`src/hw/aof_defs.svh`:
```
`ifndef AOF_DEFS_SVH
`define AOF_DEFS_SVH
`define AOF_SN_TAG 8'h90
`define AOF_SN_LEN 8'h02
`define AOF_LEN_ONE 8'h81
`define AOF_LEN_TWO 8'h82
`define AOF_SHORT_LIM 16'h0080
`define AOF_BYTE_LIM 16'h0100
`define AOF_CLASS_MAX 16'hbffe
`define AOF_KIND_PRIV 2'h3
`define AOF_I0 2'h0
`define AOF_I1 2'h1
`define AOF_I2 2'h2
`define AOF_I3 2'h3
`endif

```
`src/hw/aof_pkg.sv`:
```
`include "aof_defs.svh"
package aof_pkg;
  typedef logic [31:0] aof_rid_t;
  typedef enum logic [2:0] {TX_IDLE, TX_SHDR, TX_TAG, TX_LEN, TX_BODY} aof_tx_st_t;
  typedef enum logic [2:0] {
    RX_STAG, RX_SLEN, RX_SN, RX_OTAG, RX_LEN0, RX_LENX, RX_BODY, RX_SKIP
  } aof_rx_st_t;
  typedef struct packed {
    aof_tx_st_t st;
    logic [1:0] idx;
    logic [23:0] tag;
    logic [23:0] mtag;
    logic chain;
    logic more;
    logic [15:0] sn;
    logic [15:0] rem;
    logic [15:0] blk;
    logic [15:0] bcnt;
    logic vld;
    logic [7:0] dat;
    logic lst;
    logic brdy;
    logic busy;
    aof_rid_t rid;
    logic rid_bad;
    aof_rid_t best;
    logic found;
  } aof_tx_state_t;
  typedef struct packed {
    aof_rx_st_t st;
    logic [1:0] idx;
    logic [1:0] nlen;
    logic [15:0] sn;
    logic [23:0] tag;
    logic [15:0] len;
    logic [15:0] bcnt;
    logic [15:0] tot;
    logic chain;
    logic rdy;
    logic bv;
    logic [7:0] bb;
    logic done;
    logic [23:0] dtag;
    logic [15:0] dlen;
    logic err;
    logic [1:0] kind;
    logic priv;
    logic [15:0] cls;
    logic [9:0] typ;
    logic [5:0] ver;
    logic [9:0] def;
    logic [19:0] ident;
    logic rbad;
  } aof_rx_state_t;
  // Reserved or out-of-range identifier check shared by both ends.
  function automatic logic aof_rid_bad(input aof_rid_t rid);
    if (rid[31:30] == `AOF_KIND_PRIV) begin
      return &rid[19:0];
    end
    return (rid[31:16] == 16'h0000) || (rid[31:16] > `AOF_CLASS_MAX) ||
      (&rid[29:16]) || (&rid[15:6]) || (&rid[5:0]);
  endfunction
endpackage

```
`src/hw/aof_link_if.sv`:
```
interface aof_link_if;
  logic valid;
  logic ready;
  logic [7:0] data;
  logic last;
  modport dev (output valid, output data, output last, input ready);
  modport hst (input valid, input data, input last, output ready);
endinterface

```
`src/hw/aof_dev_end.sv`:
```
`include "aof_defs.svh"
module aof_dev_end #(
  parameter logic [15:0] MAX_BLOCK = 16'h0100
) (
  // Clock and reset
  input wire logic i_mclk,
  input wire logic i_rst_n,
  // Link
  aof_link_if.dev link,
  // Object request
  input wire logic i_obj_start,
  input wire logic [23:0] i_obj_tag,
  input wire logic [23:0] i_more_tag,
  input wire logic i_chain_en,
  input wire logic [15:0] i_obj_len,
  input wire logic [15:0] i_obj_session,
  output logic o_busy,
  // Body bytes
  input wire logic i_body_valid,
  input wire logic [7:0] i_body_byte,
  output logic o_body_ready,
  // Identifier encoder
  input wire logic [1:0] i_rid_kind,
  input wire logic [13:0] i_rid_class,
  input wire logic [9:0] i_rid_type,
  input wire logic [5:0] i_rid_ver,
  input wire logic [9:0] i_rid_definer,
  input wire logic [19:0] i_rid_identity,
  output aof_pkg::aof_rid_t o_rid,
  output logic o_rid_bad,
  // Latest-version selector
  input wire logic i_sel_clear,
  input wire logic i_sel_valid,
  input wire aof_pkg::aof_rid_t i_sel_rid,
  input wire logic [25:0] i_sel_want,
  output aof_pkg::aof_rid_t o_sel_rid,
  output logic o_sel_found
);
  import aof_pkg::*;
  aof_tx_state_t s;
  aof_tx_state_t n;
  always_comb begin
    logic fin;
    logic hend;
    logic [23:0] ctag;
    aof_rid_t enc;
    fin = 1'b0;
    hend = 1'b0;
    enc = 32'h0000_0000;
    n = s;
    ctag = s.more ? s.mtag : s.tag;
    if (s.vld && link.ready) begin
      n.vld = 1'b0;
      n.lst = 1'b0;
    end
    case (s.st)
      TX_IDLE: begin
        if (i_obj_start) begin
          n.tag = i_obj_tag;
          n.mtag = i_more_tag;
          n.chain = i_chain_en;
          n.rem = i_obj_len;
          n.sn = i_obj_session;
          n.idx = `AOF_I0;
          n.busy = 1'b1;
          n.st = TX_SHDR;
        end
      end
      TX_SHDR: begin
        if (!n.vld) begin
          n.vld = 1'b1;
          n.idx = s.idx + `AOF_I1;
          case (s.idx)
            `AOF_I0: n.dat = `AOF_SN_TAG;
            `AOF_I1: n.dat = `AOF_SN_LEN;
            `AOF_I2: n.dat = s.sn[15:8];
            default: begin
              n.dat = s.sn[7:0];
              n.idx = `AOF_I0;
              n.st = TX_TAG;
              if (s.chain && s.rem > MAX_BLOCK) begin
                n.blk = MAX_BLOCK;
                n.more = 1'b1;
              end else begin
                n.blk = s.rem;
                n.more = 1'b0;
              end
            end
          endcase
        end
      end
      TX_TAG: begin
        if (!n.vld) begin
          n.vld = 1'b1;
          n.idx = s.idx + `AOF_I1;
          case (s.idx)
            `AOF_I0: n.dat = ctag[23:16];
            `AOF_I1: n.dat = ctag[15:8];
            default: begin
              n.dat = ctag[7:0];
              n.idx = `AOF_I0;
              n.st = TX_LEN;
            end
          endcase
        end
      end
      TX_LEN: begin
        if (!n.vld) begin
          n.vld = 1'b1;
          n.idx = s.idx + `AOF_I1;
          if (s.blk < `AOF_SHORT_LIM) begin
            n.dat = s.blk[7:0];
            hend = 1'b1;
          end else if (s.blk < `AOF_BYTE_LIM) begin
            n.dat = (s.idx == `AOF_I0) ? `AOF_LEN_ONE : s.blk[7:0];
            hend = (s.idx != `AOF_I0);
          end else begin
            case (s.idx)
              `AOF_I0: n.dat = `AOF_LEN_TWO;
              `AOF_I1: n.dat = s.blk[15:8];
              default: begin
                n.dat = s.blk[7:0];
                hend = 1'b1;
              end
            endcase
          end
          if (hend) begin
            fin = (s.blk == 16'h0000);
            n.bcnt = s.blk;
            n.st = TX_BODY;
          end
        end
      end
      TX_BODY: begin
        if (s.brdy && i_body_valid) begin
          n.vld = 1'b1;
          n.dat = i_body_byte;
          n.bcnt = s.bcnt - 16'h0001;
          fin = (s.bcnt == 16'h0001);
        end
      end
      default: n.st = TX_IDLE;
    endcase
    // Every block closes its own session unit, so a chained object longer than MAX_BLOCK is split across several units.
    if (fin) begin
      n.lst = 1'b1;
      n.rem = s.rem - s.blk;
      n.idx = `AOF_I0;
      n.st = (n.rem == 16'h0000) ? TX_IDLE : TX_SHDR;
      n.busy = (n.rem != 16'h0000);
    end
    n.brdy = (n.st == TX_BODY) && !n.vld;
    // A reserved identifier is replaced by zero and flagged, never emitted.
    if (i_rid_kind == `AOF_KIND_PRIV) begin
      enc = {i_rid_kind, i_rid_definer, i_rid_identity};
    end else begin
      enc = {i_rid_kind, i_rid_class, i_rid_type, i_rid_ver};
    end
    n.rid_bad = aof_rid_bad(enc);
    n.rid = n.rid_bad ? 32'h0000_0000 : enc;
    if (i_sel_clear) begin
      n.found = 1'b0;
      n.best = 32'h0000_0000;
    end else if (i_sel_valid && i_sel_rid[31:6] == i_sel_want &&
        i_sel_rid[31:30] != `AOF_KIND_PRIV && !aof_rid_bad(i_sel_rid) &&
        (!s.found || i_sel_rid[5:0] > s.best[5:0])) begin
      n.found = 1'b1;
      n.best = i_sel_rid;
    end
  end
  always_ff @(posedge i_mclk or negedge i_rst_n) begin
    if (!i_rst_n) begin
      s <= '0;
    end else begin
      s <= n;
    end
  end
  assign link.valid = s.vld;
  assign link.data = s.dat;
  assign link.last = s.lst;
  assign o_busy = s.busy;
  assign o_body_ready = s.brdy;
  assign o_rid = s.rid;
  assign o_rid_bad = s.rid_bad;
  assign o_sel_rid = s.best;
  assign o_sel_found = s.found;
endmodule

```
`src/flat_wrapper.sv`:
```
// flat-port wrapper written by rule: the top's interface ports become plain ports
module aof_dev_end_flat import aof_pkg::*;
#(
  parameter logic [15:0] MAX_BLOCK = 16'h0100
)
  (i_mclk, i_rst_n, i_obj_start, i_obj_tag, i_more_tag, i_chain_en, i_obj_len, i_obj_session, o_busy, i_body_valid, i_body_byte, o_body_ready, i_rid_kind, i_rid_class, i_rid_type, i_rid_ver, i_rid_definer, i_rid_identity, o_rid, o_rid_bad, i_sel_clear, i_sel_valid, i_sel_rid, i_sel_want, o_sel_rid, o_sel_found, link_valid, link_data, link_last, link_ready);
  aof_link_if link_i ();
  input wire logic i_mclk;
  input wire logic i_rst_n;
  input wire logic i_obj_start;
  input wire logic [23:0] i_obj_tag;
  input wire logic [23:0] i_more_tag;
  input wire logic i_chain_en;
  input wire logic [15:0] i_obj_len;
  input wire logic [15:0] i_obj_session;
  output logic o_busy;
  input wire logic i_body_valid;
  input wire logic [7:0] i_body_byte;
  output logic o_body_ready;
  input wire logic [1:0] i_rid_kind;
  input wire logic [13:0] i_rid_class;
  input wire logic [9:0] i_rid_type;
  input wire logic [5:0] i_rid_ver;
  input wire logic [9:0] i_rid_definer;
  input wire logic [19:0] i_rid_identity;
  output aof_pkg::aof_rid_t o_rid;
  output logic o_rid_bad;
  input wire logic i_sel_clear;
  input wire logic i_sel_valid;
  input wire aof_pkg::aof_rid_t i_sel_rid;
  input wire logic [25:0] i_sel_want;
  output aof_pkg::aof_rid_t o_sel_rid;
  output logic o_sel_found;
  output wire logic [$bits(link_i.valid)-1:0] link_valid;
  output wire logic [$bits(link_i.data)-1:0] link_data;
  output wire logic [$bits(link_i.last)-1:0] link_last;
  input wire logic [$bits(link_i.ready)-1:0] link_ready;
  assign link_valid = link_i.valid;
  assign link_data = link_i.data;
  assign link_last = link_i.last;
  assign link_i.ready = link_ready;
  aof_dev_end #(.MAX_BLOCK(MAX_BLOCK)) u_core (.i_mclk(i_mclk), .i_rst_n(i_rst_n), .link(link_i), .i_obj_start(i_obj_start), .i_obj_tag(i_obj_tag), .i_more_tag(i_more_tag), .i_chain_en(i_chain_en), .i_obj_len(i_obj_len), .i_obj_session(i_obj_session), .o_busy(o_busy), .i_body_valid(i_body_valid), .i_body_byte(i_body_byte), .o_body_ready(o_body_ready), .i_rid_kind(i_rid_kind), .i_rid_class(i_rid_class), .i_rid_type(i_rid_type), .i_rid_ver(i_rid_ver), .i_rid_definer(i_rid_definer), .i_rid_identity(i_rid_identity), .o_rid(o_rid), .o_rid_bad(o_rid_bad), .i_sel_clear(i_sel_clear), .i_sel_valid(i_sel_valid), .i_sel_rid(i_sel_rid), .i_sel_want(i_sel_want), .o_sel_rid(o_sel_rid), .o_sel_found(o_sel_found));
endmodule
```
`config.mk`:
```
export PLATFORM = sky130hd
export DESIGN_NAME = aof_dev_end_flat
export DESIGN_NICKNAME = d
export VERILOG_FILES = /design/src/hw/aof_pkg.sv /design/src/hw/aof_link_if.sv /design/src/hw/aof_dev_end.sv /design/src/flat_wrapper.sv
export VERILOG_INCLUDE_DIRS = /design/src /design/src/hw
export SDC_FILE = /design/constraint.sdc
export NUM_CORES = 1
export LEC_CHECK = 0
export ABC_CLOCK_PERIOD_IN_PS = 4100
export BUFFER_PORTS_ARGS = -buffer_cell sky130_fd_sc_hd__buf_2
export CORE_AREA = 2 2 289 148
export CTS_BUF_LIST = sky130_fd_sc_hd__clkbuf_4 sky130_fd_sc_hd__clkbuf_8
export DETAILED_ROUTE_END_ITERATION = 7
export DIE_AREA = 0 0 291 150
export PLACE_DENSITY = 0.48
export SLEW_MARGIN = 40
export SYNTH_ARGS = -nofsm -noshare
export SYNTH_HDL_FRONTEND = slang
export SYNTH_SLANG_ARGS = --single-unit
```
`constraint.sdc`:
```
create_clock -name i_mclk -period 4.1 [get_ports i_mclk]
set_input_delay 0.205 -clock i_mclk [delete_from_list [all_inputs] [get_ports i_mclk]]
set_output_delay 0.205 -clock i_mclk [all_outputs]
set_load 0.05 [all_outputs]
```
; Word level (Yosys, flattened, before mapping)
; Cells that the tools add are included.
[totals]
out_inout_bits = 78
in_bits = 216
register_bits = 197
[op_classes]
magnitude_cmp = 6
add_sub_neg = 3
n_reduce_logical = 51
muxes = 57
eq_ne = 22
bitwise_logic = 2
[op_table]
columns = operator, n
row1 = two-way mux 16 bit, 5
row2 = two-way mux 33 bit, 2
row3 = logical NOT 16 bit, 4
row4 = two-way mux 54 bit, 1
row5 = two-way mux 25 bit, 2
row6 = two-way mux 8 bit, 5
row7 = AND reduction 20 bit, 2
row8 = case mux 9 bit (4 select lines), 1
row9 = > comparator 16 bit (second input constant), 2
row10 = two-way mux 32 bit, 1
row11 = case mux 16 bit (2 select lines), 1
row12 = case mux 8 bit (2 select lines), 2
row13 = two-way mux 30 bit, 1
row14 = two-way mux 5 bit, 6
row15 = AND reduction 14 bit, 2
row16 = == test 26 bit, 1
row17 = two-way mux 1 bit, 24
row18 = two-way mux 24 bit, 1
row19 = case mux 8 bit (3 select lines), 1
row20 = AND reduction 10 bit, 2
row21 = == test 16 x 1 -> 1 bit (second input constant), 1
row22 = > comparator 16 x 9 -> 1 bit (second input constant), 1
row23 = less-than comparator 16 x 8 -> 1 bit (second input constant), 1
row24 = less-than comparator 16 x 9 -> 1 bit (second input constant), 1
row25 = 34 further kinds, 71

; Longest topological paths before layout
; Gate-level depths: netlist (run 1).
[depth]
ltp_word = 13
ltp_mapped = 12

; Least setup slack after synthesis (run 1)
; OpenSTA, ideal clock, no wires.
[synth_timing]
kind = reg2reg
startpoint = register u_core.s[110] (netlist name)
endpoint = register u_core.s, in the netlist u_core.o_busy
required_ns = 3.972
stages_incl_launch_ff = 13
synth_period_minus_slack_ns = 2.715
arrival_time_ns = 2.587
setup_slack_ns = 1.385
n_path_buf = 0
path_cell_list = dfrtp_1 -> inv_1 -> ha_1 -> inv_1 -> fa_1 -> a21o_1 -> a221oi_2 -> o21bai_2 -> and4b_4 -> nor4_4 -> nand4_1 -> nor4b_2 -> nor2_1
[synth_between]
elab_chain_len = 3
[synth_lines]
columns = element, line
row1 = "start, declared", aof_dev_end.sv:40  ; aof_tx_state_t s;
row2 = "start signal, assigned", aof_dev_end.sv:175  ; s <= n;
row3 = subtractor 16 bit, aof_dev_end.sv:147  ; n.rem = s.rem - s.blk;
row4 = nonzero test 16 bit, aof_dev_end.sv:150  ; n.busy = (n.rem != 16'h0000);
row5 = two-way mux 1 bit, aof_dev_end.sv:145  ; if (fin) begin
; No other way between the ends.
; A chain may end at the register's enable or synchronous reset.

; Final worst setup path (run 1)
[layout_timing]
startpoint = register u_core.s[94] (netlist name)
endpoint = register u_core.s, in the netlist u_core.o_busy
[layout_between]
elab_chain_len = 10
elab_cells_between_ends = 16
[layout_lines]
columns = element, line
row1 = less-than comparator 16 x 9 -> 1 bit (no source line), --
row2 = two-way mux 1 bit, aof_dev_end.sv:114  ; end else if (s.blk < `AOF_BYTE_LIM) begin
row3 = two-way mux 1 bit, aof_dev_end.sv:111  ; if (s.blk < `AOF_SHORT_LIM) begin
row4 = two-way mux 1 bit, aof_dev_end.sv:108  ; if (!n.vld) begin
row5 = two-way mux 1 bit, aof_dev_end.sv:56  ; case (s.st)
row6 = two-way mux 1 bit, aof_dev_end.sv:127  ; if (hend) begin
row7 = two-way mux 1 bit, aof_dev_end.sv:108
row8 = case mux 1 bit (2 select lines), aof_dev_end.sv:56
row9 = nonzero test 2 bit (no source line), --
row10 = AND reduction 2 bit (no source line), --
; Several ways; a longest one is shown, not always the timed one. The select of a mux whose other input is x is not followed.

==> out/results.tsv, run 1 <==
metric	value	unit
status	finished clean	
transition time at the pin with the least slew margin	0.853	ns
met1 Track Usage GR	0.270	
number of placement rows	53	
number of warning messages in the yosys log	0	
Max stage delay on crit path	0.53	ns
vias in the first global route	9913	
hold path startpoint	i_sel_rid[31]	
cell count after placement	1859	
combinational family with the most area after synthesis	simple AND/OR/NAND/NOR gates	
main flop type after synthesis	sky130_fd_sc_hd__dfrtp_1	
global-route wire length before repair	60.2	mm
number of clock sinks	197	
master cell of the clock root buffer	sky130_fd_sc_hd__clkbuf_8	
area share of xor/xnor cells in the synthesized design	0.0278	
Synth area leaders	sky130_fd_sc_hd__dfrtp_1, sky130_fd_sc_hd__mux2_2, sky130_fd_sc_hd__nand2_1	
clock network latency to the later pin of the worst-skew pair	0.51	ns
cell area after placement	12600	µm²
number of violations reported at the end of detailed-routing iteration 0	758	
via-per-instance ratio	4.86	
gate family responsible for the most delay along the worst path	simple AND/OR/NAND/NOR gates	
relative area change from synthesis to final layout	33.5	%
number of endpoints with negative hold slack in the final report	0	
cell taking the most area after synthesis	sky130_fd_sc_hd__dfrtp_1	
Total Routed Length	39.5	mm
Min-Delay Path Class	in -> reg	
cell chain of the critical path	ha_1, inv_1, fa_1, a21o_1, a221oi_2, xnor2_1, nand2_1, nor4_1, o211ai_1, nor4b_2, nor2_1	
slowest stage cell on the critical path	sky130_fd_sc_hd__nor4_1	
number of synthesized flops with an enable pin	0	
total clock buffers created by CTS	17	
count of buffers from port buffering	293	
clock tree from TritonCTS	done	
post-detailed-route count of antenna-violating nets	0	
net total in the final layout	1744	
maximum number of pins on one net before global-route repair	89	
clk slew on worst S/H paths	0.13	ns
commonest cells after routing, fill and taps aside	sky130_fd_sc_hd__buf_2, sky130_fd_sc_hd__dfrtp_1, sky130_fd_sc_hd__dlygate4sd3_1	
share of Yosys cell area claimed by the top area cell type	0.448	
arrival time worst endpoint	3.78	ns
Reg2Reg Launch Point	u_core.s[94]	
total power after layout	8920	µW
clk_skew	0.0261	ns
period utilisation layout	0.822	
multiplexer share of the synthesized area	0.112	
required time at the endpoint of the critical path	4.51	ns
setup tns final	0	ns
GRT overflow	0	
chip width	291	µm
post-route cell area	14700	µm²
antenna violations before repair	1	
peak supply drop	0.000248	V
Placer Congestion	0.924	
fraction of layout instances using a drive strength above 1	0.289	
smallest setup slack after layout	0.731	ns
Worst Setup Path Type	reg -> reg	
depth of the CTS H-tree	4	
pre-CTS WS	0.955	ns
simple-gate share of the synthesized area	0.152	
multi-input gate area in the final layout	5200	µm²
per-instance average area after synthesis	9.80	µm²
most utilized layer in the global route result	met1	
core area	41300	µm²
net count after synthesis	1369	
highest net fanout along the worst path	5	
routed wire length per instance	19.1	µm
met3 usage	0.0398	
Unique masters post-synth	64	
areal power density over the cells	606	nW/µm²
worst path bufs/invs	1	
I/O pin count	294	
part of the Yosys area used for sequential elements	0.448	
Leakage Power	0.00687	µW
Syn Std Cell Area	11000	µm²
setup-violating endpoint count in the final report	0	
Synth Area in Compound Gates	0.145	
Chip Height	150	µm
category of the worst setup path capture point	flip-flop	
setup repair after global routing missed its margin	no	
worst slew margin relative to its limit	0.425	
post-route minimum period	3.37	ns
count of buffers added by post-CTS timing repair for setup	0	
adder-cell area share of the yosys netlist	0.0336	
total global-route track usage	0.181	
DIE AREA	43700	µm²
estimated wirelength of the detail-placed design	29.8	mm
Syn Inst Count	1124	
area used by sequential logic in the layout	4930	µm²
Final Max Tran Viols	0	
detailed-routing iteration count for the pre-antenna-repair pass	7	
crit path launch type	flip-flop	
maximum clock rate	297	MHz
async set-reset flop share out of synthesis	1.00	
initial standard-cell utilization of the core	0.267	
worst setup path startpoint	u_core.s[94]	
DR vias	10017	
met2 capacity usage during global routing	0.260	
commonest non-fill, non-tap cell in the layout	sky130_fd_sc_hd__buf_2	
remaining routing DRC violations	0	
max-capacitance violation count	0	
number of fillers in the final layout	4273	
clock tree buffer depth	2	
final instance count without filler cells	2063	
synthesized flop and latch total	197	
==> what timing repair did <==
action                    CTS  global route
gates resized for setup     0             0
hold buffers              171             0
hold endpoints to repair  212             0
==> worst min-delay path, stage by stage <==
cell and delay [ns]:
sky130_fd_sc_hd__buf_2 0.15, sky130_fd_sc_hd__mux2i_1 0.09, sky130_fd_sc_hd__nor2_1 0.08
==> cells by family after synthesis <==
logic type               count (synthesis)
AND/OR/NAND/NOR                        349
AO/OA/AOI/OAI                          238
flip-flops                             197
buffers and inverters                  162
multiplexers                           114
XOR/XNOR                                35
adder cells (fa/ha/maj)                 29
==> through the flow <==
stage,utilization,hold slack (ns)
after global routing,0.356,0.0245
after global placement,0.305,0.269
final,0.356,0.0564
after detailed placement,0.305,0.279
after floorplan,-,-0.0906
after CTS,0.356,0.00353
==> path summary, 6_finish.rpt <==
check                                            end  slack, ns  cells past startpoint
max in group asynchronous              u_core.s[164]       2.86                      3
worst max-delay path                   u_core.o_busy       0.73                     11
worst min-delay path            u_core.o_sel_rid[31]       0.06                      3
min in group asynchronous           u_core.o_rid[22]       0.26                      2
worst min register to register      u_core.link.last       0.51                      2
worst max register to register         u_core.o_busy       0.73                     11
==> state kept, by name, summed over array words and instances (netlist names) <==
register             flops
u_core.link.data         8
u_core.link.last         1
u_core.link.valid        1
u_core.o_body_ready      1
u_core.o_busy            1
u_core.o_rid            32
u_core.o_rid_bad         1
u_core.o_sel_found       1
u_core.o_sel_rid        32
u_core.s               119
==> cells in the mapped netlist (20+ instances only) <==
master and number:
sky130_fd_sc_hd__mux2i_1 41, sky130_fd_sc_hd__inv_1 31, sky130_fd_sc_hd__nor2_1 76, sky130_fd_sc_hd__a22o_1 20, sky130_fd_sc_hd__buf_4 76, sky130_fd_sc_hd__nand4_1 30
sky130_fd_sc_hd__mux2_2 73, sky130_fd_sc_hd__xnor2_1 29, sky130_fd_sc_hd__o21ai_0 41, sky130_fd_sc_hd__nand2_1 154, sky130_fd_sc_hd__a21oi_1 68, sky130_fd_sc_hd__dfrtp_1 197
sky130_fd_sc_hd__ha_1 28, sky130_fd_sc_hd__clkbuf_1 40
==> report_power, final <==
group | internal (µW) | switching [µW]
logic | 1820 | 2610
registers | 2570 | 583
clock network | 524 | 800
==> routing by layer <==
| metal | share of wire | wire length (µm) |
|---|---|---|
| met1 | 0.51 | 20200 |
| met2 | 0.42 | 16500 |
| met3 | 0.054 | 2110 |
| met4 | 0.016 | 625 |
| met5 | 0 | 0 |
==> cell type report <==
cell class	instances	area share
diodes	1	0.000170
clock buffers	19	0.0174
clock inverters	13	0.00953
inverters	31	0.00791
multi-input cells	765	0.354
flip-flops and latches	197	0.335
well taps	550	0.0468
repair buffers	487	0.229
Note: power is estimated with default switching activity, not from simulation.
==> inputs of run 2 (changes only) <==
Settings changed: ABC_AREA from default to 1, ABC_CLOCK_PERIOD_IN_PS 4100 to 2990, CORE_AREA 2 2 289 148 to 2 2 300 154, DIE_AREA 0 0 291 150 to 0 0 302 156, PLACE_DENSITY 0.48 to 0.49.
Clock period 4.1 ns to 2.99 ns, I/O delays scaled along.
==> run 2 against run 1 <==
  * Clock power grew 47%
  * Critical path type is now in -> reg
  * First-iteration DRC count increased by 38%
  * Sequential share of layout area shrank 2.0 points
  * Synthesized area increased by 8.0%
  * Core utilization down 0.49 points
  * Largest cell class unchanged
  * Sequential power is 31% higher
  * Via count up 24%
  * Critical path depth up 5
  * Clock skew fell by 0.0070 ns
==> out/results.tsv, run 2 <==
metric	value	unit	change
status	finished clean		unchanged
depth of the CTS H-tree	4		unchanged
Largest register FFs	119		unchanged
synthesized flop and latch total	197		unchanged
relative area change from synthesis to final layout	31.5	%	was 33.5%
via-per-instance ratio	4.68		was 4.86
total power after layout	12600	µW	was 8920 µW
fraction of layout instances using a drive strength above 1	0.185		was 0.289
net count after synthesis	1905		was 1369
setup repair after global routing missed its margin	no		unchanged
antenna violations before repair	1		unchanged
post-detailed-route count of antenna-violating nets	0		unchanged
Placer Congestion	0.941		was 0.924
Unique masters post-synth	42		was 64
count of buffers added by post-CTS timing repair for setup	0		unchanged
I/O pin count	294		unchanged
master cell of the clock root buffer	sky130_fd_sc_hd__clkbuf_8		unchanged
number of clock sinks	197		unchanged
top-count cell post-synth	sky130_fd_sc_hd__nand2_1		was sky130_fd_sc_hd__dfrtp_1
Final Core Density	0.351		was 0.356
initial standard-cell utilization of the core	0.267		about the same
cell area after placement	13600	µm²	was 12600 µm²
commonest non-fill, non-tap cell in the layout	sky130_fd_sc_hd__nand2_1		was sky130_fd_sc_hd__buf_2
DIE AREA	47100	µm²	was 43700 µm²
Worst Setup Path Type	in -> reg		was reg -> reg
maximum number of pins on one net before global-route repair	82		was 89
clock tree buffer depth	2		unchanged
estimated wirelength of the detail-placed design	35.8	mm	was 29.8 mm
worst slew margin relative to its limit	0.437		was 0.425
Total Routed Length	46.1	mm	was 39.5 mm
detailed-routing iteration count for the pre-antenna-repair pass	5		was 7
Min-Delay Path Class	in -> reg		unchanged
max-capacitance violation count	0		unchanged
per-instance average area after synthesis	7.16	µm²	was 9.80 µm²
Syn Std Cell Area	11900	µm²	was 11000 µm²
setup tns final	0	ns	unchanged
net total in the final layout	2278		was 1744
highest net fanout along the worst path	60		was 5
cell taking the most area after synthesis	sky130_fd_sc_hd__dfrtp_1		unchanged
number of synthesized flops with an enable pin	0		unchanged
Final Max Tran Viols	0		unchanged
part of the Yosys area used for sequential elements	0.415		was 0.448
Leakage Power	0.00820	µW	was 0.00687 µW
share of Yosys cell area claimed by the top area cell type	0.415		was 0.448
Post-CTS Resized	0		unchanged
GRT overflow	0		unchanged
number of placement rows	55		was 53
DR vias	12389		was 10017
count of buffers from port buffering	293		unchanged
number of fillers in the final layout	4812		was 4273
required time at the endpoint of the critical path	3.36	ns	was 4.51 ns
number of endpoints with negative hold slack in the final report	0		unchanged
register with the most flip-flops	u_core.s		unchanged
post-route cell area	15600	µm²	was 14700 µm²
number of violations reported at the end of detailed-routing iteration 0	1043		was 758
clk slew on worst S/H paths	0.11	ns	was 0.13 ns
main flop type after synthesis	sky130_fd_sc_hd__dfrtp_1		unchanged
category of the worst setup path capture point	flip-flop		unchanged
clock network latency to the later pin of the worst-skew pair	0.51	ns	about the same
chip width	302	µm	was 291 µm
total clock buffers created by CTS	17		unchanged
transition time at the pin with the least slew margin	0.841	ns	was 0.853 ns
Syn Inst Count	1660		was 1124
core area	44500	µm²	was 41300 µm²
setup-violating endpoint count in the final report	0		unchanged
areal power density over the cells	807	nW/µm²	was 606 nW/µm²
global-route wire length before repair	70.7	mm	was 60.2 mm
number of warning messages in the yosys log	0		unchanged
maximum clock rate	367	MHz	
post-route minimum period	2.73	ns	
worst hold slack after final layout	0.0278	ns	was 0.0564 ns
top post-synthesis cells by count	sky130_fd_sc_hd__nand2_1, sky130_fd_sc_hd__inv_1, sky130_fd_sc_hd__dfrtp_1		was sky130_fd_sc_hd__dfrtp_1, sky130_fd_sc_hd__nand2_1, sky130_fd_sc_hd__buf_4, sky130_fd_sc_hd__nor2_1, sky130_fd_sc_hd__mux2_2
total global-route track usage	0.197		was 0.181
async set-reset flop share out of synthesis	1.00		unchanged
routed wire length per instance	17.4	µm	was 19.1 µm
clk_skew	0.0191	ns	was 0.0261 ns
period utilisation layout	0.912		
commonest cells after routing, fill and taps aside	sky130_fd_sc_hd__nand2_1, sky130_fd_sc_hd__buf_2, sky130_fd_sc_hd__inv_1		was sky130_fd_sc_hd__buf_2, sky130_fd_sc_hd__dfrtp_1, sky130_fd_sc_hd__dlygate4sd3_1
arrival time worst endpoint	3.10	ns	was 3.78 ns
peak supply drop	0.000457	V	was 0.000248 V
Synth area leaders	sky130_fd_sc_hd__dfrtp_1, sky130_fd_sc_hd__nand2_1, sky130_fd_sc_hd__inv_1		was sky130_fd_sc_hd__dfrtp_1, sky130_fd_sc_hd__mux2_2, sky130_fd_sc_hd__nand2_1
clock tree from TritonCTS	done		unchanged
vias in the first global route	12049		was 9913
crit path launch type	input pin		was flip-flop
Chip Height	156	µm	was 150 µm
remaining routing DRC violations	0		unchanged
==> run 2: cell types whose count changed after synthesis, moves of 14 or more <==
cell                      delta
sky130_fd_sc_hd__a22o_1     -20
sky130_fd_sc_hd__a31oi_1    -14
sky130_fd_sc_hd__inv_1     +175
sky130_fd_sc_hd__mux2_2     -73
sky130_fd_sc_hd__mux2i_1    -41
sky130_fd_sc_hd__nand2_1   +346
sky130_fd_sc_hd__nand3_1    +82
sky130_fd_sc_hd__nand4_1    +29
sky130_fd_sc_hd__nor2_1     +56
sky130_fd_sc_hd__o21ai_0    +61
sky130_fd_sc_hd__o21ai_1    +22
sky130_fd_sc_hd__o22ai_1    +21
sky130_fd_sc_hd__xnor2_1    -16
==> run 2: area by class of cell <==
cell class | instances | area (µm²) | share of cell area
diodes | 1 | 2.50 | 0.000160
well taps | 598 | 748 | 0.0479
repair buffers | 487 | 3380 | 0.216
flip-flops and latches | 197 | 4930 | 0.315
clock buffers | 17 | 234 | 0.0150
multi-input cells | 1117 | 5350 | 0.342
inverters | 213 | 803 | 0.0514
clock inverters | 15 | 185 | 0.0118
==> run 2: cell families (layout without fill, tap and decap cells) <==
kind of cell	count (synthesis)	after routing	share of synthesized area
buffers and inverters	346	732	0.136
other	0	1	0
AND/OR/NAND/NOR	833	833	0.295
flip-flops	197	197	0.415
AO/OA/AOI/OAI	240	240	0.112
adder cells (fa/ha/maj)	29	29	0.0311
XOR/XNOR	15	15	0.0110
==> run 2: timing repair <==
item / CTS / global route
endpoints found under the setup margin: 0 / 0
endpoints found under the hold margin: 203 / 0
hold buffers: 163 / 0
==> run 2: worst max-delay path, stage by stage <==
cell	delay, ns
sky130_fd_sc_hd__dlygate4sd3_1	0.53
sky130_fd_sc_hd__buf_2	0.15
sky130_fd_sc_hd__nand2_2	0.08
sky130_fd_sc_hd__buf_12	0.23
sky130_fd_sc_hd__nand2_1	0.10
sky130_fd_sc_hd__o21ai_2	0.07
sky130_fd_sc_hd__dlygate4sd3_1	0.58
sky130_fd_sc_hd__inv_2	0.05
sky130_fd_sc_hd__nor3_2	0.19
sky130_fd_sc_hd__nand2_1	0.07
sky130_fd_sc_hd__nor2_1	0.11
sky130_fd_sc_hd__nor2_1	0.05
sky130_fd_sc_hd__nand2_1	0.06
sky130_fd_sc_hd__nand2_1	0.06
sky130_fd_sc_hd__nand2_2	0.49
sky130_fd_sc_hd__nor2_1	0.13
==> run 2: per-stage QoR <==
step,instances,setup WS (ns)
floorplan,1660,0.881
global placement,2449,0.383
detailed placement,2449,0.445
CTS,2644,0.286
global route,2645,0.0608
finish,2645,0.264
==> run 2: final timing paths <==
path | start | end | slack [ns] | cells past startpoint
min | i_body_byte[0] | u_core.link.data[0] | 0.03 | 5
min in group asynchronous | i_rst_n | u_core.o_rid[24] | 0.15 | 2
max reg2reg | u_core.s[193] | u_core.link.data[0] | 0.29 | 10
min reg2reg | u_core.s[141] | u_core.s[141] | 0.49 | 2
max in group asynchronous | i_rst_n | u_core.s[195] | 1.92 | 3
max | i_rid_kind[1] | u_core.o_rid[30] | 0.26 | 16
==> run 2: power by group <==
group	internal [µW]	leakage [µW]	total, µW	switching (µW)
Clock	783	0.000217	1940	1150
Combinational	2130	0.00551	6550	4420
Sequential	3500	0.00247	4140	635
==> run 2: layer usage <==
layer	wire length, µm	global-route usage	vias to the layer above
met1	23700	0.304	5917
met4	507	0.0358	0
met3	3970	0.0571	31
li1	-	-	6006
met2	17900	0.265	435
met5	0	0	-
==> inputs of run 3 (changes only) <==
Settings changed: SETUP_SLACK_MARGIN from default to 0.3.
==> run 3 against run 2 <==
  * Non-clock buffer count unchanged
  * Count of clock-buffer cells in the layout unchanged
  * Sequential share of layout area down 0.060 points
  * Sequential cell count unchanged
  * Hold slack worse by 0.0048 ns
  * Cell count unchanged
  * Via count up 0.68%
  * Critical path depth down 2
  * First-iteration DRC count up 3.5%
  * Critical endpoint is now u_core.s[194]
  * Largest cell class unchanged
==> out/results.tsv, run 3 (synthesis gave the netlist of run 2 again) <==
metric	value	unit	change
clk slew on worst S/H paths	0.12	ns	was 0.11 ns
highest net fanout along the worst path	3		was 60
Final Max Tran Viols	0		unchanged
category of the worst setup path capture point	flip-flop		unchanged
total clock buffers created by CTS	17		unchanged
number of violations reported at the end of detailed-routing iteration 0	1079		was 1043
setup repair after global routing missed its margin	no		unchanged
remaining routing DRC violations	0		unchanged
GRT overflow	0		unchanged
maximum number of pins on one net before global-route repair	82		unchanged
clock tree from TritonCTS	done		unchanged
global-route wire length before repair	70.7	mm	about the same
number of placement rows	55		unchanged
Placer Congestion	0.941		unchanged
commonest cells after routing, fill and taps aside	sky130_fd_sc_hd__nand2_1, sky130_fd_sc_hd__buf_2, sky130_fd_sc_hd__inv_1		unchanged
core area	44500	µm²	unchanged
Leakage Power	0.00820	µW	about the same
arrival time worst endpoint	2.91	ns	was 3.10 ns
post-detailed-route count of antenna-violating nets	0		unchanged
via-per-instance ratio	4.72		was 4.68
number of endpoints with negative hold slack in the final report	0		unchanged
clock network latency to the later pin of the worst-skew pair	0.52	ns	was 0.51 ns
required time at the endpoint of the critical path	3.40	ns	was 3.36 ns
Total Routed Length	46.1	mm	about the same
crit path launch type	flip-flop		was input pin
worst hold slack after final layout	0.0230	ns	was 0.0278 ns
Chip Height	156	µm	unchanged
chip width	302	µm	unchanged
DR vias	12473		was 12389
routed wire length per instance	17.4	µm	about the same
total global-route track usage	0.196		was 0.197
register with the most flip-flops	u_core.s		unchanged
setup tns final	0	ns	unchanged
max-capacitance violation count	0		unchanged
peak supply drop	0.000457	V	about the same
vias in the first global route	12054		was 12049
slowest stage cell on the critical path	sky130_fd_sc_hd__fa_1		was sky130_fd_sc_hd__dlygate4sd3_1
count of buffers from port buffering	293		unchanged
initial standard-cell utilization of the core	0.267		unchanged
relative area change from synthesis to final layout	31.7	%	was 31.5%
maximum clock rate	401	MHz	was 367 MHz
worst slew margin relative to its limit	0.568		was 0.437
I/O pin count	294		unchanged
depth of the CTS H-tree	4		unchanged
number of fillers in the final layout	4808		was 4812
total power after layout	12700	µW	was 12600 µW
clk_skew	0.0202	ns	was 0.0191 ns
setup-violating endpoint count in the final report	0		unchanged
master cell of the clock root buffer	sky130_fd_sc_hd__clkbuf_8		unchanged
areal power density over the cells	809	nW/µm²	was 807 nW/µm²
cell chain of the critical path	inv_1, ha_1, inv_1, fa_1, nand3_1, nand3_1, nand2_1, nand2_1, nand2_1, nand2_1, xor2_2, nand3_1, nor2_1, nor2_1		was dlygate4sd3_1, buf_2, nand2_2, buf_12, nand2_1, o21ai_2, dlygate4sd3_1, inv_2, nor3_2, nand2_1, nor2_1, nor2_1, nand2_1, nand2_1, nand2_2, nor2_1
cell count after placement	2449		unchanged
net total in the final layout	2278		unchanged
transition time at the pin with the least slew margin	0.647	ns	was 0.841 ns
fraction of layout instances using a drive strength above 1	0.189		was 0.185
estimated wirelength of the detail-placed design	35.8	mm	unchanged
antenna violations before repair	1		unchanged
Worst Setup Path Type	reg -> reg		was in -> reg
DIE AREA	47100	µm²	unchanged
detailed-routing iteration count for the pre-antenna-repair pass	7		was 5
clock tree buffer depth	2		unchanged
final instance count without filler cells	2645		unchanged
commonest non-fill, non-tap cell in the layout	sky130_fd_sc_hd__nand2_1		unchanged
Max stage delay on crit path	0.41	ns	was 0.58 ns
status	finished clean		unchanged
Crit path top cell by count	sky130_fd_sc_hd__nand2_1		unchanged
Largest register FFs	119		unchanged
number of clock sinks	197		unchanged
post-route minimum period	2.49	ns	was 2.73 ns
Min-Delay Path Class	in -> reg		unchanged
period utilisation layout	0.834		was 0.912
run 3: cell types whose count changed in the layout (fill, tap and decap cells not counted), sizes merged:
cell | previous run | this run
clkinvlp | 0 | 1
inv | 217 | 216
run 3: final cells by class:
| class | count | area, µm² | area share |
|---|---|---|---|
| Clock inverter | 15 | 185 | 0.0118 |
| Tap cell | 598 | 748 | 0.0478 |
| Multi-Input combinational cell | 1117 | 5380 | 0.343 |
| Clock buffer | 17 | 234 | 0.0149 |
| Sequential cell | 197 | 4930 | 0.315 |
| Timing Repair Buffer | 487 | 3380 | 0.216 |
| Inverter | 213 | 807 | 0.0515 |
| Antenna cell | 1 | 2.50 | 0.000160 |
run 3: path summary, 6_finish.rpt:
| path | depth (start not counted) | endpoint | slack [ns] | from |
|---|---|---|---|---|
| setup / recovery | 14 | u_core.s[194] | 0.50 | u_core.s[110] |
| hold / removal | 5 | u_core.link.data[0] | 0.02 | i_body_byte[0] |
| setup reg to reg | 14 | u_core.s[194] | 0.50 | u_core.s[110] |
| hold reg to reg | 2 | u_core.s[184] | 0.49 | u_core.s[184] |
| max in group asynchronous | 3 | u_core.s[195] | 1.92 | i_rst_n |
| min in group asynchronous | 2 | u_core.o_rid[24] | 0.16 | i_rst_n |
run 3: layer usage:
layer	global-route usage	up-vias	wire, µm
met2	0.265	442	18000
met5	0	-	0
met4	0.0358	0	529
li1	-	6004	-
met3	0.0571	32	4060
met1	0.304	5995	23600
run 3: power breakdown:
group / switching, µW / leakage, µW / internal (µW)
Sequential: 638 / 0.00247 / 3500
Clock: 1160 / 0.000217 / 783
Combinational: 4440 / 0.00551 / 2150
run 3: through the flow:
| step | setup WS (ns) | util | instance area [µm²] |
|---|---|---|---|
| after floorplan | 0.881 | - | 11900 |
| after global placement | 0.383 | 0.305 | 13600 |
| after detailed placement | 0.445 | 0.305 | 13600 |
| after CTS | 0.392 | 0.351 | 15600 |
| after global routing | 0.301 | 0.352 | 15700 |
| final | 0.495 | 0.352 | 15700 |
run 3: critical path: cells and delay by family (launching register included):
kind / cells / cell delay, ns
buffers and inverters: 2 / 0.16
adder cells (fa/ha/maj): 2 / 0.56
XOR/XNOR: 1 / 0.22
flip-flops: 1 / 0.40
AND/OR/NAND/NOR: 9 / 1.05
run 3: timing repair:
action	4_1_cts	5_1_grt
buffers inserted	0	0
gates resized for setup	0	8
hold buffers	163	0
endpoints found under the setup margin	0	49
hold endpoints to repair	203	0
